File: src/hdl/fcct_pkg.sv
// package: register map, fields and constants of the capture/compare timer
package fcct_pkg;
   localparam int NUM_CH = 4;
   localparam logic [7:0] OFS_FUNC_SEL = 8'h00;
   localparam logic [7:0] OFS_FORCE = 8'h01;
   localparam logic [7:0] OFS_CNT_HI = 8'h04;
   localparam logic [7:0] OFS_CNT_LO = 8'h05;
   localparam logic [7:0] OFS_SYS_CTL1 = 8'h06;
   localparam logic [7:0] OFS_TOGGLE_OVF = 8'h07;
   localparam logic [7:0] OFS_OUT_ACT1 = 8'h08;
   localparam logic [7:0] OFS_OUT_LEVEL = 8'h09;
   localparam logic [7:0] OFS_PRESCALE = 8'h0d;
   localparam logic [7:0] OFS_EVT_FLAGS = 8'h0e;
   localparam logic [7:0] OFS_CH_BASE = 8'h10;
   localparam logic [7:0] OFS_CH_MASK = 8'hf0;
   localparam int CTL1_RUN_BIT = 7;
   localparam int CTL1_FAST_CLR_BIT = 4;
   localparam logic [7:0] CTL1_WMASK = 8'h90;
   localparam logic [7:0] RESET_BYTE = 8'h00;
   localparam logic [2:0] PRESCALE_RESET = 3'h0;
   localparam logic [15:0] COUNT_RESET = 16'h0000;
   localparam int PRESCALE_W = 7;
   typedef struct packed {
      logic [7:0] addr;
      logic [7:0] wdata;
      logic wr;
      logic rd;
   } fcct_bus_t;
endpackage

File: src/hdl/fcct_prescaler.sv
// prescaler: power-of-two tick generator with glitch-free factor changes
`timescale 1ns/1ps
module fcct_prescaler #(
   parameter int STAGES = fcct_pkg::PRESCALE_W
) (
   input wire logic ref_clk_in,
   input wire logic rst_in,
   input wire logic run_in,
   input wire logic [2:0] sel_in,
   output logic tick_out
);
   logic [STAGES-1:0] cnt_r;
   logic [2:0] sel_act_r;
   logic [STAGES-1:0] mask;
   logic all_zero;
   logic tick_nxt;
   // as many low counter bits as the active factor form the period; factor 0 ticks every clock
   assign mask = STAGES'((8'h01 << sel_act_r) - 8'h01);
   assign all_zero = (cnt_r == '0);
   assign tick_nxt = run_in && ((cnt_r & mask) == mask);
   always_ff @(posedge ref_clk_in) begin
      if (rst_in) begin
         cnt_r <= '0;
         sel_act_r <= fcct_pkg::PRESCALE_RESET;
         tick_out <= 1'b0;
      end else begin
         tick_out <= tick_nxt;
         if (run_in) begin
            cnt_r <= cnt_r + STAGES'(1);
         end
         // new factor only adopted where all stages are zero, so no short tick
         if (all_zero) begin
            sel_act_r <= sel_in;
         end
      end
   end
   a_tick_period: assert property (p_tick_period);
   property p_tick_period;
      @(posedge ref_clk_in) disable iff (rst_in)
         (run_in && sel_act_r == 3'h1 && $stable(sel_act_r) && cnt_r == 7'h01) |=>
            tick_out;
   endproperty
endmodule

File: src/hdl/fcct_channel.sv
// one channel: capture latch or compare match on its own pin
`timescale 1ns/1ps
module fcct_channel (
   input wire logic ref_clk_in,
   input wire logic rst_in,
   input wire logic is_compare_in,
   input wire logic tick_in,
   input wire logic [15:0] count_in,
   input wire logic pin_in,
   input wire logic wr_hi_in,
   input wire logic wr_lo_in,
   input wire logic [7:0] wdata_in,
   output logic [15:0] value_out,
   output logic event_out
);
   logic pin_d_r;
   logic cap_edge;
   logic cmp_hit;
   assign cap_edge = !is_compare_in && pin_in && !pin_d_r;
   assign cmp_hit = is_compare_in && tick_in && (count_in == value_out);
   always_ff @(posedge ref_clk_in) begin
      if (rst_in) begin
         pin_d_r <= 1'b0;
         value_out <= fcct_pkg::COUNT_RESET;
         event_out <= 1'b0;
      end else begin
         pin_d_r <= pin_in;
         event_out <= cap_edge || cmp_hit;
         if (cap_edge) begin
            value_out <= count_in;
         end else if (wr_hi_in) begin
            value_out[15:8] <= wdata_in;
         end else if (wr_lo_in) begin
            value_out[7:0] <= wdata_in;
         end
      end
   end
   a_capture_latch: assert property (p_capture_latch);
   property p_capture_latch;
      @(posedge ref_clk_in) disable iff (rst_in)
         cap_edge |=> (value_out == $past(count_in)) && event_out;
   endproperty
endmodule

File: src/hdl/fcct_timer.sv
// top: four-channel 16-bit capture/compare timer with register port
//
// Design decision made here: strobed register access.
`timescale 1ns/1ps
module fcct_timer #(
   parameter logic [7:0] BASE_ADDR = 8'h00
) (
   input wire logic ref_clk_in,
   input wire logic rst_in,
   input wire logic [7:0] addr_in,
   input wire logic [7:0] wdata_in,
   input wire logic wr_in,
   input wire logic rd_in,
   input wire logic [3:0] pin_in,
   output logic [7:0] rdata_out,
   output logic [3:0] pin_out,
   output logic [3:0] pin_oe_out
);
   localparam int N = fcct_pkg::NUM_CH;
   fcct_pkg::fcct_bus_t bus;
   logic [7:0] ofs;
   logic [3:0] func_sel_r;
   logic [3:0] toggle_ovf_r;
   logic [7:0] out_act1_r;
   logic [3:0] out_level_r;
   logic [2:0] prescale_r;
   logic run_r;
   logic fast_clr_r;
   logic [15:0] count_r;
   logic [3:0] flags_r;
   logic [3:0] flags_nxt;
   logic [7:0] rdata_nxt;
   logic [3:0] pin_nxt;
   logic tick;
   logic [15:0] ch_val [N];
   logic [3:0] ch_evt;
   logic [3:0] force_hit;
   logic [3:0] w1c_clear;
   logic [3:0] fast_clear;
   logic [3:0] ch_rd;
   logic [3:0] ch_wr;
   logic [3:0] act_tog;
   logic [3:0] act_clr;
   logic [3:0] act_set;
   logic in_ch_range;
   logic [1:0] ch_idx;
   logic wr_cnt_hi;
   logic wr_cnt_lo;
   logic cnt_wrap;
   assign bus = '{addr: addr_in, wdata: wdata_in, wr: wr_in, rd: rd_in};
   assign ofs = 8'(bus.addr - BASE_ADDR);
   assign in_ch_range = ((ofs & fcct_pkg::OFS_CH_MASK) == fcct_pkg::OFS_CH_BASE);
   assign ch_idx = ofs[2:1];
   // channels 4..7 of the channel range are not built and take no access
   assign wr_cnt_hi = bus.wr && (ofs == fcct_pkg::OFS_CNT_HI);
   assign wr_cnt_lo = bus.wr && (ofs == fcct_pkg::OFS_CNT_LO);
   assign force_hit = (bus.wr && ofs == fcct_pkg::OFS_FORCE) ?
                      (bus.wdata[3:0] & func_sel_r) : 4'h0;
   // clearing by one needs the timer running; zeros never touch a flag
   assign w1c_clear = (bus.wr && ofs == fcct_pkg::OFS_EVT_FLAGS && run_r) ?
                      bus.wdata[3:0] : 4'h0;
   assign cnt_wrap = tick && (count_r == 16'hffff);
   genvar g;
   generate
      for (g = 0; g < N; g++) begin : g_ch
         logic hit_ch;
         assign hit_ch = in_ch_range && !ofs[3] && (ch_idx == 2'(g));
         assign ch_rd[g] = bus.rd && hit_ch;
         assign ch_wr[g] = bus.wr && hit_ch;
         // fast clear follows the channel's role: read for capture, write for compare
         assign fast_clear[g] = fast_clr_r &&
                                (func_sel_r[g] ? ch_wr[g] : ch_rd[g]);
         assign act_tog[g] = out_act1_r[2*g+1 -: 2] == 2'h1;
         assign act_clr[g] = out_act1_r[2*g+1 -: 2] == 2'h2;
         assign act_set[g] = out_act1_r[2*g+1 -: 2] == 2'h3;
         fcct_channel u_ch (
            .ref_clk_in(ref_clk_in),
            .rst_in(rst_in),
            .is_compare_in(func_sel_r[g]),
            .tick_in(tick),
            .count_in(count_r),
            .pin_in(pin_in[g]),
            .wr_hi_in(ch_wr[g] && !ofs[0] && func_sel_r[g]),
            .wr_lo_in(ch_wr[g] && ofs[0] && func_sel_r[g]),
            .wdata_in(bus.wdata),
            .value_out(ch_val[g]),
            .event_out(ch_evt[g])
         );
         // compare pins follow their action; overflow may also toggle them
         always_comb begin
            pin_nxt[g] = out_level_r[g];
            if (ch_evt[g] && func_sel_r[g] || force_hit[g]) begin
               if (act_tog[g]) begin
                  pin_nxt[g] = !out_level_r[g];
               end else if (act_clr[g]) begin
                  pin_nxt[g] = 1'b0;
               end else if (act_set[g]) begin
                  pin_nxt[g] = 1'b1;
               end
            end else if (cnt_wrap && toggle_ovf_r[g]) begin
               pin_nxt[g] = !out_level_r[g];
            end
         end
      end
   endgenerate
   // a new event wins over a clear in the same cycle
   assign flags_nxt = (flags_r & ~(w1c_clear | fast_clear)) | ch_evt;
   fcct_prescaler #(
      .STAGES(fcct_pkg::PRESCALE_W)
   ) u_pre (
      .ref_clk_in(ref_clk_in),
      .rst_in(rst_in),
      .run_in(run_r),
      .sel_in(prescale_r),
      .tick_out(tick)
   );
   always_comb begin
      rdata_nxt = fcct_pkg::RESET_BYTE;
      if (in_ch_range && !ofs[3]) begin
         rdata_nxt = ofs[0] ? ch_val[ch_idx][7:0] : ch_val[ch_idx][15:8];
      end else begin
         unique case (ofs)
            fcct_pkg::OFS_FUNC_SEL: rdata_nxt = {4'h0, func_sel_r};
            fcct_pkg::OFS_CNT_HI: rdata_nxt = count_r[15:8];
            fcct_pkg::OFS_CNT_LO: rdata_nxt = count_r[7:0];
            fcct_pkg::OFS_SYS_CTL1: rdata_nxt = {run_r, 2'h0, fast_clr_r, 4'h0};
            fcct_pkg::OFS_TOGGLE_OVF: rdata_nxt = {4'h0, toggle_ovf_r};
            fcct_pkg::OFS_OUT_ACT1: rdata_nxt = out_act1_r;
            fcct_pkg::OFS_OUT_LEVEL: rdata_nxt = {4'h0, out_level_r};
            fcct_pkg::OFS_PRESCALE: rdata_nxt = {5'h00, prescale_r};
            fcct_pkg::OFS_EVT_FLAGS: rdata_nxt = {4'h0, flags_r};
            default: rdata_nxt = fcct_pkg::RESET_BYTE;
         endcase
      end
   end
   always_ff @(posedge ref_clk_in) begin
      if (rst_in) begin
         func_sel_r <= 4'h0;
         toggle_ovf_r <= 4'h0;
         out_act1_r <= fcct_pkg::RESET_BYTE;
         out_level_r <= 4'h0;
         prescale_r <= fcct_pkg::PRESCALE_RESET;
         run_r <= 1'b0;
         fast_clr_r <= 1'b0;
         flags_r <= 4'h0;
         rdata_out <= fcct_pkg::RESET_BYTE;
         pin_out <= 4'h0;
         pin_oe_out <= 4'h0;
      end else begin
         flags_r <= flags_nxt;
         out_level_r <= pin_nxt;
         pin_out <= pin_nxt;
         pin_oe_out <= func_sel_r;
         rdata_out <= bus.rd ? rdata_nxt : fcct_pkg::RESET_BYTE;
         if (bus.wr) begin
            unique case (ofs)
               fcct_pkg::OFS_FUNC_SEL: func_sel_r <= bus.wdata[3:0];
               fcct_pkg::OFS_TOGGLE_OVF: toggle_ovf_r <= bus.wdata[3:0];
               fcct_pkg::OFS_OUT_ACT1: out_act1_r <= bus.wdata;
               fcct_pkg::OFS_PRESCALE: prescale_r <= bus.wdata[2:0];
               fcct_pkg::OFS_SYS_CTL1: begin
                  run_r <= bus.wdata[fcct_pkg::CTL1_RUN_BIT];
                  fast_clr_r <= bus.wdata[fcct_pkg::CTL1_FAST_CLR_BIT];
               end
               default: begin
               end
            endcase
         end
      end
   end
   // counter: bus writes take priority over a tick in the same cycle
   always_ff @(posedge ref_clk_in) begin
      if (rst_in) begin
         count_r <= fcct_pkg::COUNT_RESET;
      end else if (wr_cnt_hi) begin
         count_r[15:8] <= bus.wdata;
      end else if (wr_cnt_lo) begin
         count_r[7:0] <= bus.wdata;
      end else if (tick && run_r) begin
         count_r <= count_r + 16'h0001;
      end
   end
   a_count_step: assert property (p_count_step);
   property p_count_step;
      @(posedge ref_clk_in) disable iff (rst_in)
         (tick && run_r && !wr_cnt_hi && !wr_cnt_lo) |=>
            count_r == 16'($past(count_r) + 16'h0001);
   endproperty
   a_count_hold: assert property (p_count_hold);
   property p_count_hold;
      @(posedge ref_clk_in) disable iff (rst_in)
         (!run_r && !wr_cnt_hi && !wr_cnt_lo) |=> $stable(count_r);
   endproperty
   a_flag_set: assert property (p_flag_set);
   property p_flag_set;
      @(posedge ref_clk_in) disable iff (rst_in)
         ch_evt[0] |=> flags_r[0];
   endproperty
   a_w1c_stopped: assert property (p_w1c_stopped);
   property p_w1c_stopped;
      @(posedge ref_clk_in) disable iff (rst_in)
         (bus.wr && ofs == fcct_pkg::OFS_EVT_FLAGS && !run_r && !fast_clr_r) |=>
            flags_r == ($past(flags_r) | $past(ch_evt));
   endproperty
   a_w1c_clear: assert property (p_w1c_clear);
   property p_w1c_clear;
      @(posedge ref_clk_in) disable iff (rst_in)
         (bus.wr && ofs == fcct_pkg::OFS_EVT_FLAGS && run_r && bus.wdata[1] &&
          !ch_evt[1]) |=> !flags_r[1];
   endproperty
   a_zero_keeps: assert property (p_zero_keeps);
   property p_zero_keeps;
      @(posedge ref_clk_in) disable iff (rst_in)
         (flags_r[2] && !fast_clear[2] && !(bus.wr && ofs == fcct_pkg::OFS_EVT_FLAGS &&
          bus.wdata[2])) |=> flags_r[2];
   endproperty
   a_fast_clr: assert property (p_fast_clr);
   property p_fast_clr;
      @(posedge ref_clk_in) disable iff (rst_in)
         (fast_clr_r && !func_sel_r[3] && ch_rd[3] && !ch_evt[3]) |=> !flags_r[3];
   endproperty
   a_unimpl_zero: assert property (p_unimpl_zero);
   property p_unimpl_zero;
      @(posedge ref_clk_in) disable iff (rst_in)
         (bus.rd && ofs == fcct_pkg::OFS_EVT_FLAGS) |=> rdata_out[7:4] == 4'h0;
   endproperty
   a_read_one: assert property (p_read_one);
   property p_read_one;
      @(posedge ref_clk_in) disable iff (rst_in)
         !bus.rd |=> rdata_out == 8'h00;
   endproperty
endmodule

File: config.mk
export PLATFORM = sky130hd
export DESIGN_NAME = fcct_timer
export DESIGN_NICKNAME = d
export VERILOG_FILES = /design/src/hdl/fcct_pkg.sv /design/src/hdl/fcct_prescaler.sv /design/src/hdl/fcct_channel.sv /design/src/hdl/fcct_timer.sv
export SDC_FILE = /design/constraint.sdc
export NUM_CORES = 1
export LEC_CHECK = 0
export BUFFER_PORTS_ARGS = -buffer_cell sky130_fd_sc_hd__buf_2
export CORE_ASPECT_RATIO = 0.75
export CORE_MARGIN = 3
export CORE_UTILIZATION = 59
export CTS_CLUSTER_DIAMETER = 30
export DETAILED_ROUTE_END_ITERATION = 8
export GPL_ROUTABILITY_DRIVEN = 0
export PLACE_DENSITY = 0.82
export REMOVE_ABC_BUFFERS = 1
export SETUP_SLACK_MARGIN = 0.15
export SYNTH_ARGS = -nofsm -noshare
export SYNTH_HDL_FRONTEND = slang
export SYNTH_HIERARCHICAL = 1
export SYNTH_SLANG_ARGS = --single-unit
File: constraint.sdc
create_clock -name ref_clk_in -period 6.1 [get_ports ref_clk_in]
set_input_delay 0.305 -clock ref_clk_in [delete_from_list [all_inputs] [get_ports ref_clk_in]]
set_output_delay 0.305 -clock ref_clk_in [all_outputs]
set_load 0.1 [all_outputs]
==> results of run 1 <==
-- kinds of logic after synthesis --
group	Yosys count
AOI/OAI and AO/OA	160
xor gates and xnor gates	80
adders and majority gates	15
buffers and inverters	79
DFF	140
muxes	116
and+or+nand+nor	314
-- flip-flops by register name (all words and copies together), names as in the netlist, 7 cells and up --
signal / cells
count_r: 16
g_ch.u_ch/value_out: 64
out_act1_r: 8
rdata_out: 8
u_pre/cnt_r: 7
-- how the worst min path moves through the flow --
stage / start / end / slack (ps) / depth (start not counted)
after floorplan: rst_in / count_r[14] / 370 / 1
after global placement: g_ch[1].u_ch/event_out / flags_r[1] / 460 / 2
after detailed placement: g_ch[1].u_ch/event_out / flags_r[1] / 450 / 2
after CTS: pin_in[2] / g_ch[2].u_ch/pin_d_r / 100 / 2
after global routing: pin_in[0] / g_ch[0].u_ch/pin_d_r / 120 / 2
final: pin_in[2] / g_ch[2].u_ch/pin_d_r / 110 / 2
-- metal layers --
layer  vias up  share of wire  track usage  routed length, µm
li1       3305              -            -                  -
met1      3556           0.42        0.446              10700
met2       516           0.41        0.437              10500
met3        71           0.13       0.0793               3340
met4         0          0.029        0.109                741
met5         -              0            0                  0
-- area by class of cell --
type                            count  area, µm²
Timing Repair Buffer               49        277
Sequential cell                   140       2800
Inverter                           14       52.6
Clock buffer                       19        443
Fill cell                        1105       4730
Multi-Input combinational cell    685       5370
Tap cell                          195        244
Clock inverter                     13        155
-- per-stage QoR --
step	total power, W	hold WS, ps	setup slack [ps]	area [µm²]
finish	0.00228	107	3490	9340
global route	0.00234	120	3300	9340
CTS	0.00227	104	3540	9340
detailed placement	0.00123	453	3150	8740
global placement	0.00122	456	3240	8740
floorplan	0.00113	370	3340	8220
-- critical path, stage by stage --
cell	delay (ps)
buf_2	110
or3_1	410
nor4b_1	780
nand3b_1	190
nor2_1	180
nor2b_2	500
mux2i_1	310
a211oi_2	90
-- cell usage in the layout, fill, tap and decap left out, types with 5 or more instances in the layout --
master and count:
nor3_1 9, and2_1 10, dfxtp_1 140, clkbuf_16 17, a211oi_2 65, buf_4 10
or3_1 7, mux4_2 16, mux2_2 9, o22ai_1 6, xor2_1 64, nor2_1 127
nor4_1 12, xnor2_1 16, o31ai_1 5, a211oi_1 11, ha_1 15, inv_1 13
o21ai_0 8, a32oi_1 5, nand2_1 44, mux2i_1 91, a21oi_1 24, nor2b_1 17
buf_2 38, nand3_1 23, nand4_1 24, a22oi_1 6
-- power by group --
part	internal (W)	switching [W]
combinational	0.0000888	0.000149
clock	0.000623	0.000440
sequential	0.000946	0.0000352
total	0.00166	0.000624
==> metrics.cfg, run 1 <==
[logic_synthesis]
synth-compound-area-share = 0.170
ys_warn_count = 6
synth_fa_ha_area_frac = 0.0216
synth_simple_gate_area_frac = 0.188
synth_top_flop_cell = dfxtp_1
synth_xor_area_frac = 0.0806
syn_area_per_cell_um2 = 9.62
netlist.area_leader.share = 0.322
syn-instance-count = 904
synthMuxAreaShare = 0.158
synth.most_common_cell = dfxtp_1
synth.area.top_cells = dfxtp_1 (32%), mux2i_1 (10%), a211oi_2 (9.3%)
seq_area_frac_synth = 0.322
synth_area_mm2 = 0.00870
ys_types = 65
synth-seq-cells = 140
synth_common_cells = dfxtp_1 (140), nor2_1 (127), mux2i_1 (91), a211oi_2 (65), xor2_1 (64)
synth_edf_count = 0
synth_top_family_by_area = simple AND/OR/NAND/NOR gates
synthArstFlopShare = 0
synth_area_leader_cell = dfxtp_1

[die]
coreArea_mm2 = 0.0141
io_pins = 40
dieArea_mm2 = 0.0163
die_height_um = 111
start_util = 0.618
die_w_um = 146
rows = 37

[route]
wl_per_cell_um = 22.6
initialDrtViolationCount = 1241
drtAntennaViolNets = 0
dr.pass1.iters = 6
vias = 7448
via_per_inst = 6.68
totalWireLength_um = 25200
route.detailed.drc = 0

[cts]
cts-resized-gates = 0
clk_pin_slew_ps = 60
h-tree-depth = 4
root_buffer = clkbuf_16
cts.sink_count = 140
tritoncts = done
cts_hold_buf = 0
insertion_delay_ps = 430
cts_buffers = 17
clock_path_buffers = 2
postCtsSetupRepairBufs = 0

[layout]
final_nets = 946
area_growth_pct = 7.39
fin_cells = 1115
fin_util = 0.664
drive_above_1_share = 0.204
diodes = 0

[setup_path]
regToRegSetupSlack_ps = 3620
start_kind = primary input
cp-startpoint = addr_in[5]
critPathMaxFanout = 8
timing.reg2reg.worst_path_depth = 5
arrival_ps = 2890
reg2reg_to = count_r[4]
worstSetupEndpoint = g_ch[0].u_ch/value_out[0]
critPathCaptureType = register
required_ps = 6390
r2r-start = run_r
worstSetupPathType = in -> reg

[global_routing]
grt_pass1_wl_um = 39300
antenna_found_initial = 0
grt_start_max_net_pins = 72
overflow = 0
grt_pass1_vias = 7002
grt_use_total = 0.306

[worst_hold_path]
hold_class = in -> reg

[place]
dp.cells = 1083
port-buffer-count = 39
place_hpwl_um = 16300

[sta]
skew_ps = 12.4
max_slew_margin = 0.213
finalCritPeriodShare = 0.427
finalHoldViolCount = 0
setup_viol = 0
report.final.slew_viol_count = 0
tightest_slew_ps = 1170
grt_setup_unrepaired = false
fmax_ghz = 0.384
period_needed_ps = 2610
setup_tns_ps = 0

[job]
max_cap_violations = 0

[status]
status = finished, final reports clean

[power]
power.leakage_nw = 3.42
p_per_area_mw_per_mm2 = 244
peakVddDrop_mv = 0.187

(Power assumes the default switching activity.)
==> run 2: changes to the inputs <==
==> constraint.sdc (replaced) <==
create_clock -name ref_clk_in -period 2.57 [get_ports ref_clk_in]
set_input_delay 0.1285 -clock ref_clk_in [delete_from_list [all_inputs] [get_ports ref_clk_in]]
set_output_delay 0.1285 -clock ref_clk_in [all_outputs]
set_load 0.1 [all_outputs]
==> run 2 against run 1 <==
  * Power grew 140%
  * Count of clock-buffer cells in the layout is the same
  * Final area grew 4.0%
  * Setup slack lost 2900 ps
  * Routed wire length grew 3.2%
  * Critical path type is now reg -> reg
  * Critical endpoint is now g_ch[2].u_ch/event_out
  * Core utilization grew 2.7 points
  * Clock power grew to 2.5 times the previous value
  * Critical path depth shrank 4
==> metrics.cfg, run 2 (same netlist as run 1, synthesis figures left out) <==
[status]
status = finished, final reports clean

[sta]
setup_viol = 0  ; unchanged
finalHoldViolCount = 0  ; unchanged
tightest_slew_ps = 724  ; -450 ps
max_slew_margin = 0.517  ; +0.304
period_needed_ps = 1980
finalCritPeriodShare = 0.769
fmax_ghz = 0.506
skew_ps = 9.75  ; -2.62 ps
report.final.slew_viol_count = 0  ; unchanged
setup_tns_ps = 0  ; unchanged
grt_setup_unrepaired = false

[route]
dr.pass1.iters = 6  ; unchanged
wl_per_cell_um = 22.5  ; -0.57%
totalWireLength_um = 26000  ; +3.2%
route.detailed.drc = 0  ; unchanged
drtAntennaViolNets = 0  ; unchanged
vias = 7655  ; +2.8%
initialDrtViolationCount = 1158  ; -6.7%
via_per_inst = 6.62  ; -0.95%

[setup_path]
reg2reg_to = g_ch[2].u_ch/event_out
worstSetupPathType = reg -> reg
critPathCaptureType = register
timing.reg2reg.worst_path_depth = 4  ; -1
critPathMaxFanout = 12  ; +4
start_kind = register
worstPathCellList = xor2_1 -> nor4_1 -> nand4_1 -> o22ai_1
regToRegSetupSlack_ps = 590  ; -3030 ps
arrival_ps = 2320  ; -570 ps
cpPeakStageDelay_ps = 720  ; -60 ps
required_ps = 2910  ; -3480 ps
r2r-start = count_r[14]
slowest_stage = dfxtp_1

[layout]
final_cell_mix = dfxtp_1 (140), nor2_1 (127), mux2i_1 (91), a211oi_2 (65), xor2_1 (64)
largest_register_ffs = 64  ; unchanged
fin_util = 0.691  ; +0.0268
reg.largest.list = g_ch.u_ch/value_out x64, count_r x16
mostFrequentLayoutCell = dfxtp_1
area_growth_pct = 11.7
diodes = 0  ; unchanged
fill_cells = 1087  ; -1.6%
final_nets = 989  ; +4.5%
drive_above_1_share = 0.235  ; +0.0306
top_register = g_ch.u_ch/value_out

[die]
coreArea_mm2 = 0.0141  ; unchanged
start_util = 0.618  ; unchanged
die_height_um = 111  ; unchanged
io_pins = 40  ; unchanged
rows = 37  ; unchanged
die_w_um = 146  ; unchanged
dieArea_mm2 = 0.0163  ; unchanged

[cts]
clk_pin_slew_ps = 60  ; about the same
clock_path_buffers = 2  ; unchanged
postCtsSetupRepairBufs = 0  ; unchanged
cts_buffers = 17  ; unchanged
root_buffer = clkbuf_16
h-tree-depth = 4  ; unchanged
tritoncts = done
cts.sink_count = 140  ; unchanged
insertion_delay_ps = 430  ; about the same

[global_routing]
grt_start_max_net_pins = 48  ; -33%
antenna_found_initial = 1  ; +1
grt_pass1_wl_um = 41000  ; +4.4%
overflow = 0  ; unchanged
grt_pass1_vias = 7213  ; +3.0%
grt_use_total = 0.318  ; +0.0120

[worst_hold_path]
min_path_cells = 2  ; unchanged
hold_class = in -> reg
worstHoldStart = rd_in
whs_endpoint = rdata_out[0]

[power]
power.leakage_nw = 3.66  ; +7.1%
p_per_area_mw_per_mm2 = 573  ; +130%
peakVddDrop_mv = 0.493  ; +160%

[job]
max_cap_violations = 0  ; unchanged

[place]
port-buffer-count = 39  ; unchanged
place_hpwl_um = 17500  ; +7.5%

-- run 2: worst max-delay path: cells and delay by family (launching register included) --
family           cells  cell delay [ps]
flip-flops           1              720
AO/OA/AOI/OAI        1              210
AND/OR/NAND/NOR      2              810
XOR/XNOR             1              140
-- run 2: per-layer routing --
layer / vias up / wire length (µm) / track usage
met2: 538 / 11100 / 0.465
met3: 97 / 3260 / 0.0817
met5: - / 13 / 0
met1: 3624 / 10700 / 0.450
li1: 3394 / - / -
met4: 2 / 904 / 0.123
-- run 2: metrics by stage --
| step | total power [W] | area, µm² | std cells | hold WS [ps] | setup slack [ps] |
|---|---|---|---|---|---|
| after floorplan | 0.00268 | 8220 | 839 | 193 | -11.4 |
| after global placement | 0.00291 | 9050 | 1122 | 356 | 383 |
| after detailed placement | 0.00293 | 9050 | 1122 | 358 | 329 |
| after CTS | 0.00555 | 9720 | 1157 | 7.31 | 655 |
| after global routing | 0.00571 | 9720 | 1157 | 24.8 | 474 |
| final | 0.00557 | 9720 | 1157 | 20.2 | 595 |
-- run 2: area by class of cell --
| class | count | area (µm²) | area share |
|---|---|---|---|
| clock buffer | 19 | 443 | 0.0456 |
| tap | 195 | 244 | 0.0251 |
| multi-input combinational | 685 | 5370 | 0.552 |
| timing repair buffer | 92 | 622 | 0.0640 |
| inverter | 14 | 52.6 | 0.00541 |
| clock inverter | 12 | 186 | 0.0192 |
| sequential | 140 | 2800 | 0.288 |
-- run 2: worst max path at each step --
stage,to,depth (start not counted),slack [ps],startpoint
after global placement,g_ch[3].u_ch/value_out[4],9,380,addr_in[5]
after CTS,g_ch[2].u_ch/event_out,4,650,count_r[14]
after floorplan,g_ch[2].u_ch/value_out[0],7,-10,addr_in[5]
after global routing,g_ch[2].u_ch/event_out,4,470,count_r[14]
final,g_ch[2].u_ch/event_out,4,590,count_r[14]
after detailed placement,g_ch[0].u_ch/value_out[7],10,330,addr_in[5]
-- run 2: power by group --
group | total (W) | switching [W] | internal (W)
sequential | 0.00232 | 0.0000750 | 0.00225
combinational | 0.000588 | 0.000363 | 0.000225
clock | 0.00266 | 0.00100 | 0.00166
-- run 2: repair_timing --
| item | in CTS | in global routing |
|---|---|---|
| hold buffers | 4 | 0 |
| endpoints found under the hold margin | 4 | 0 |
| gates resized for setup | 0 | 0 |
| setup endpoints to repair | 0 | 0 |
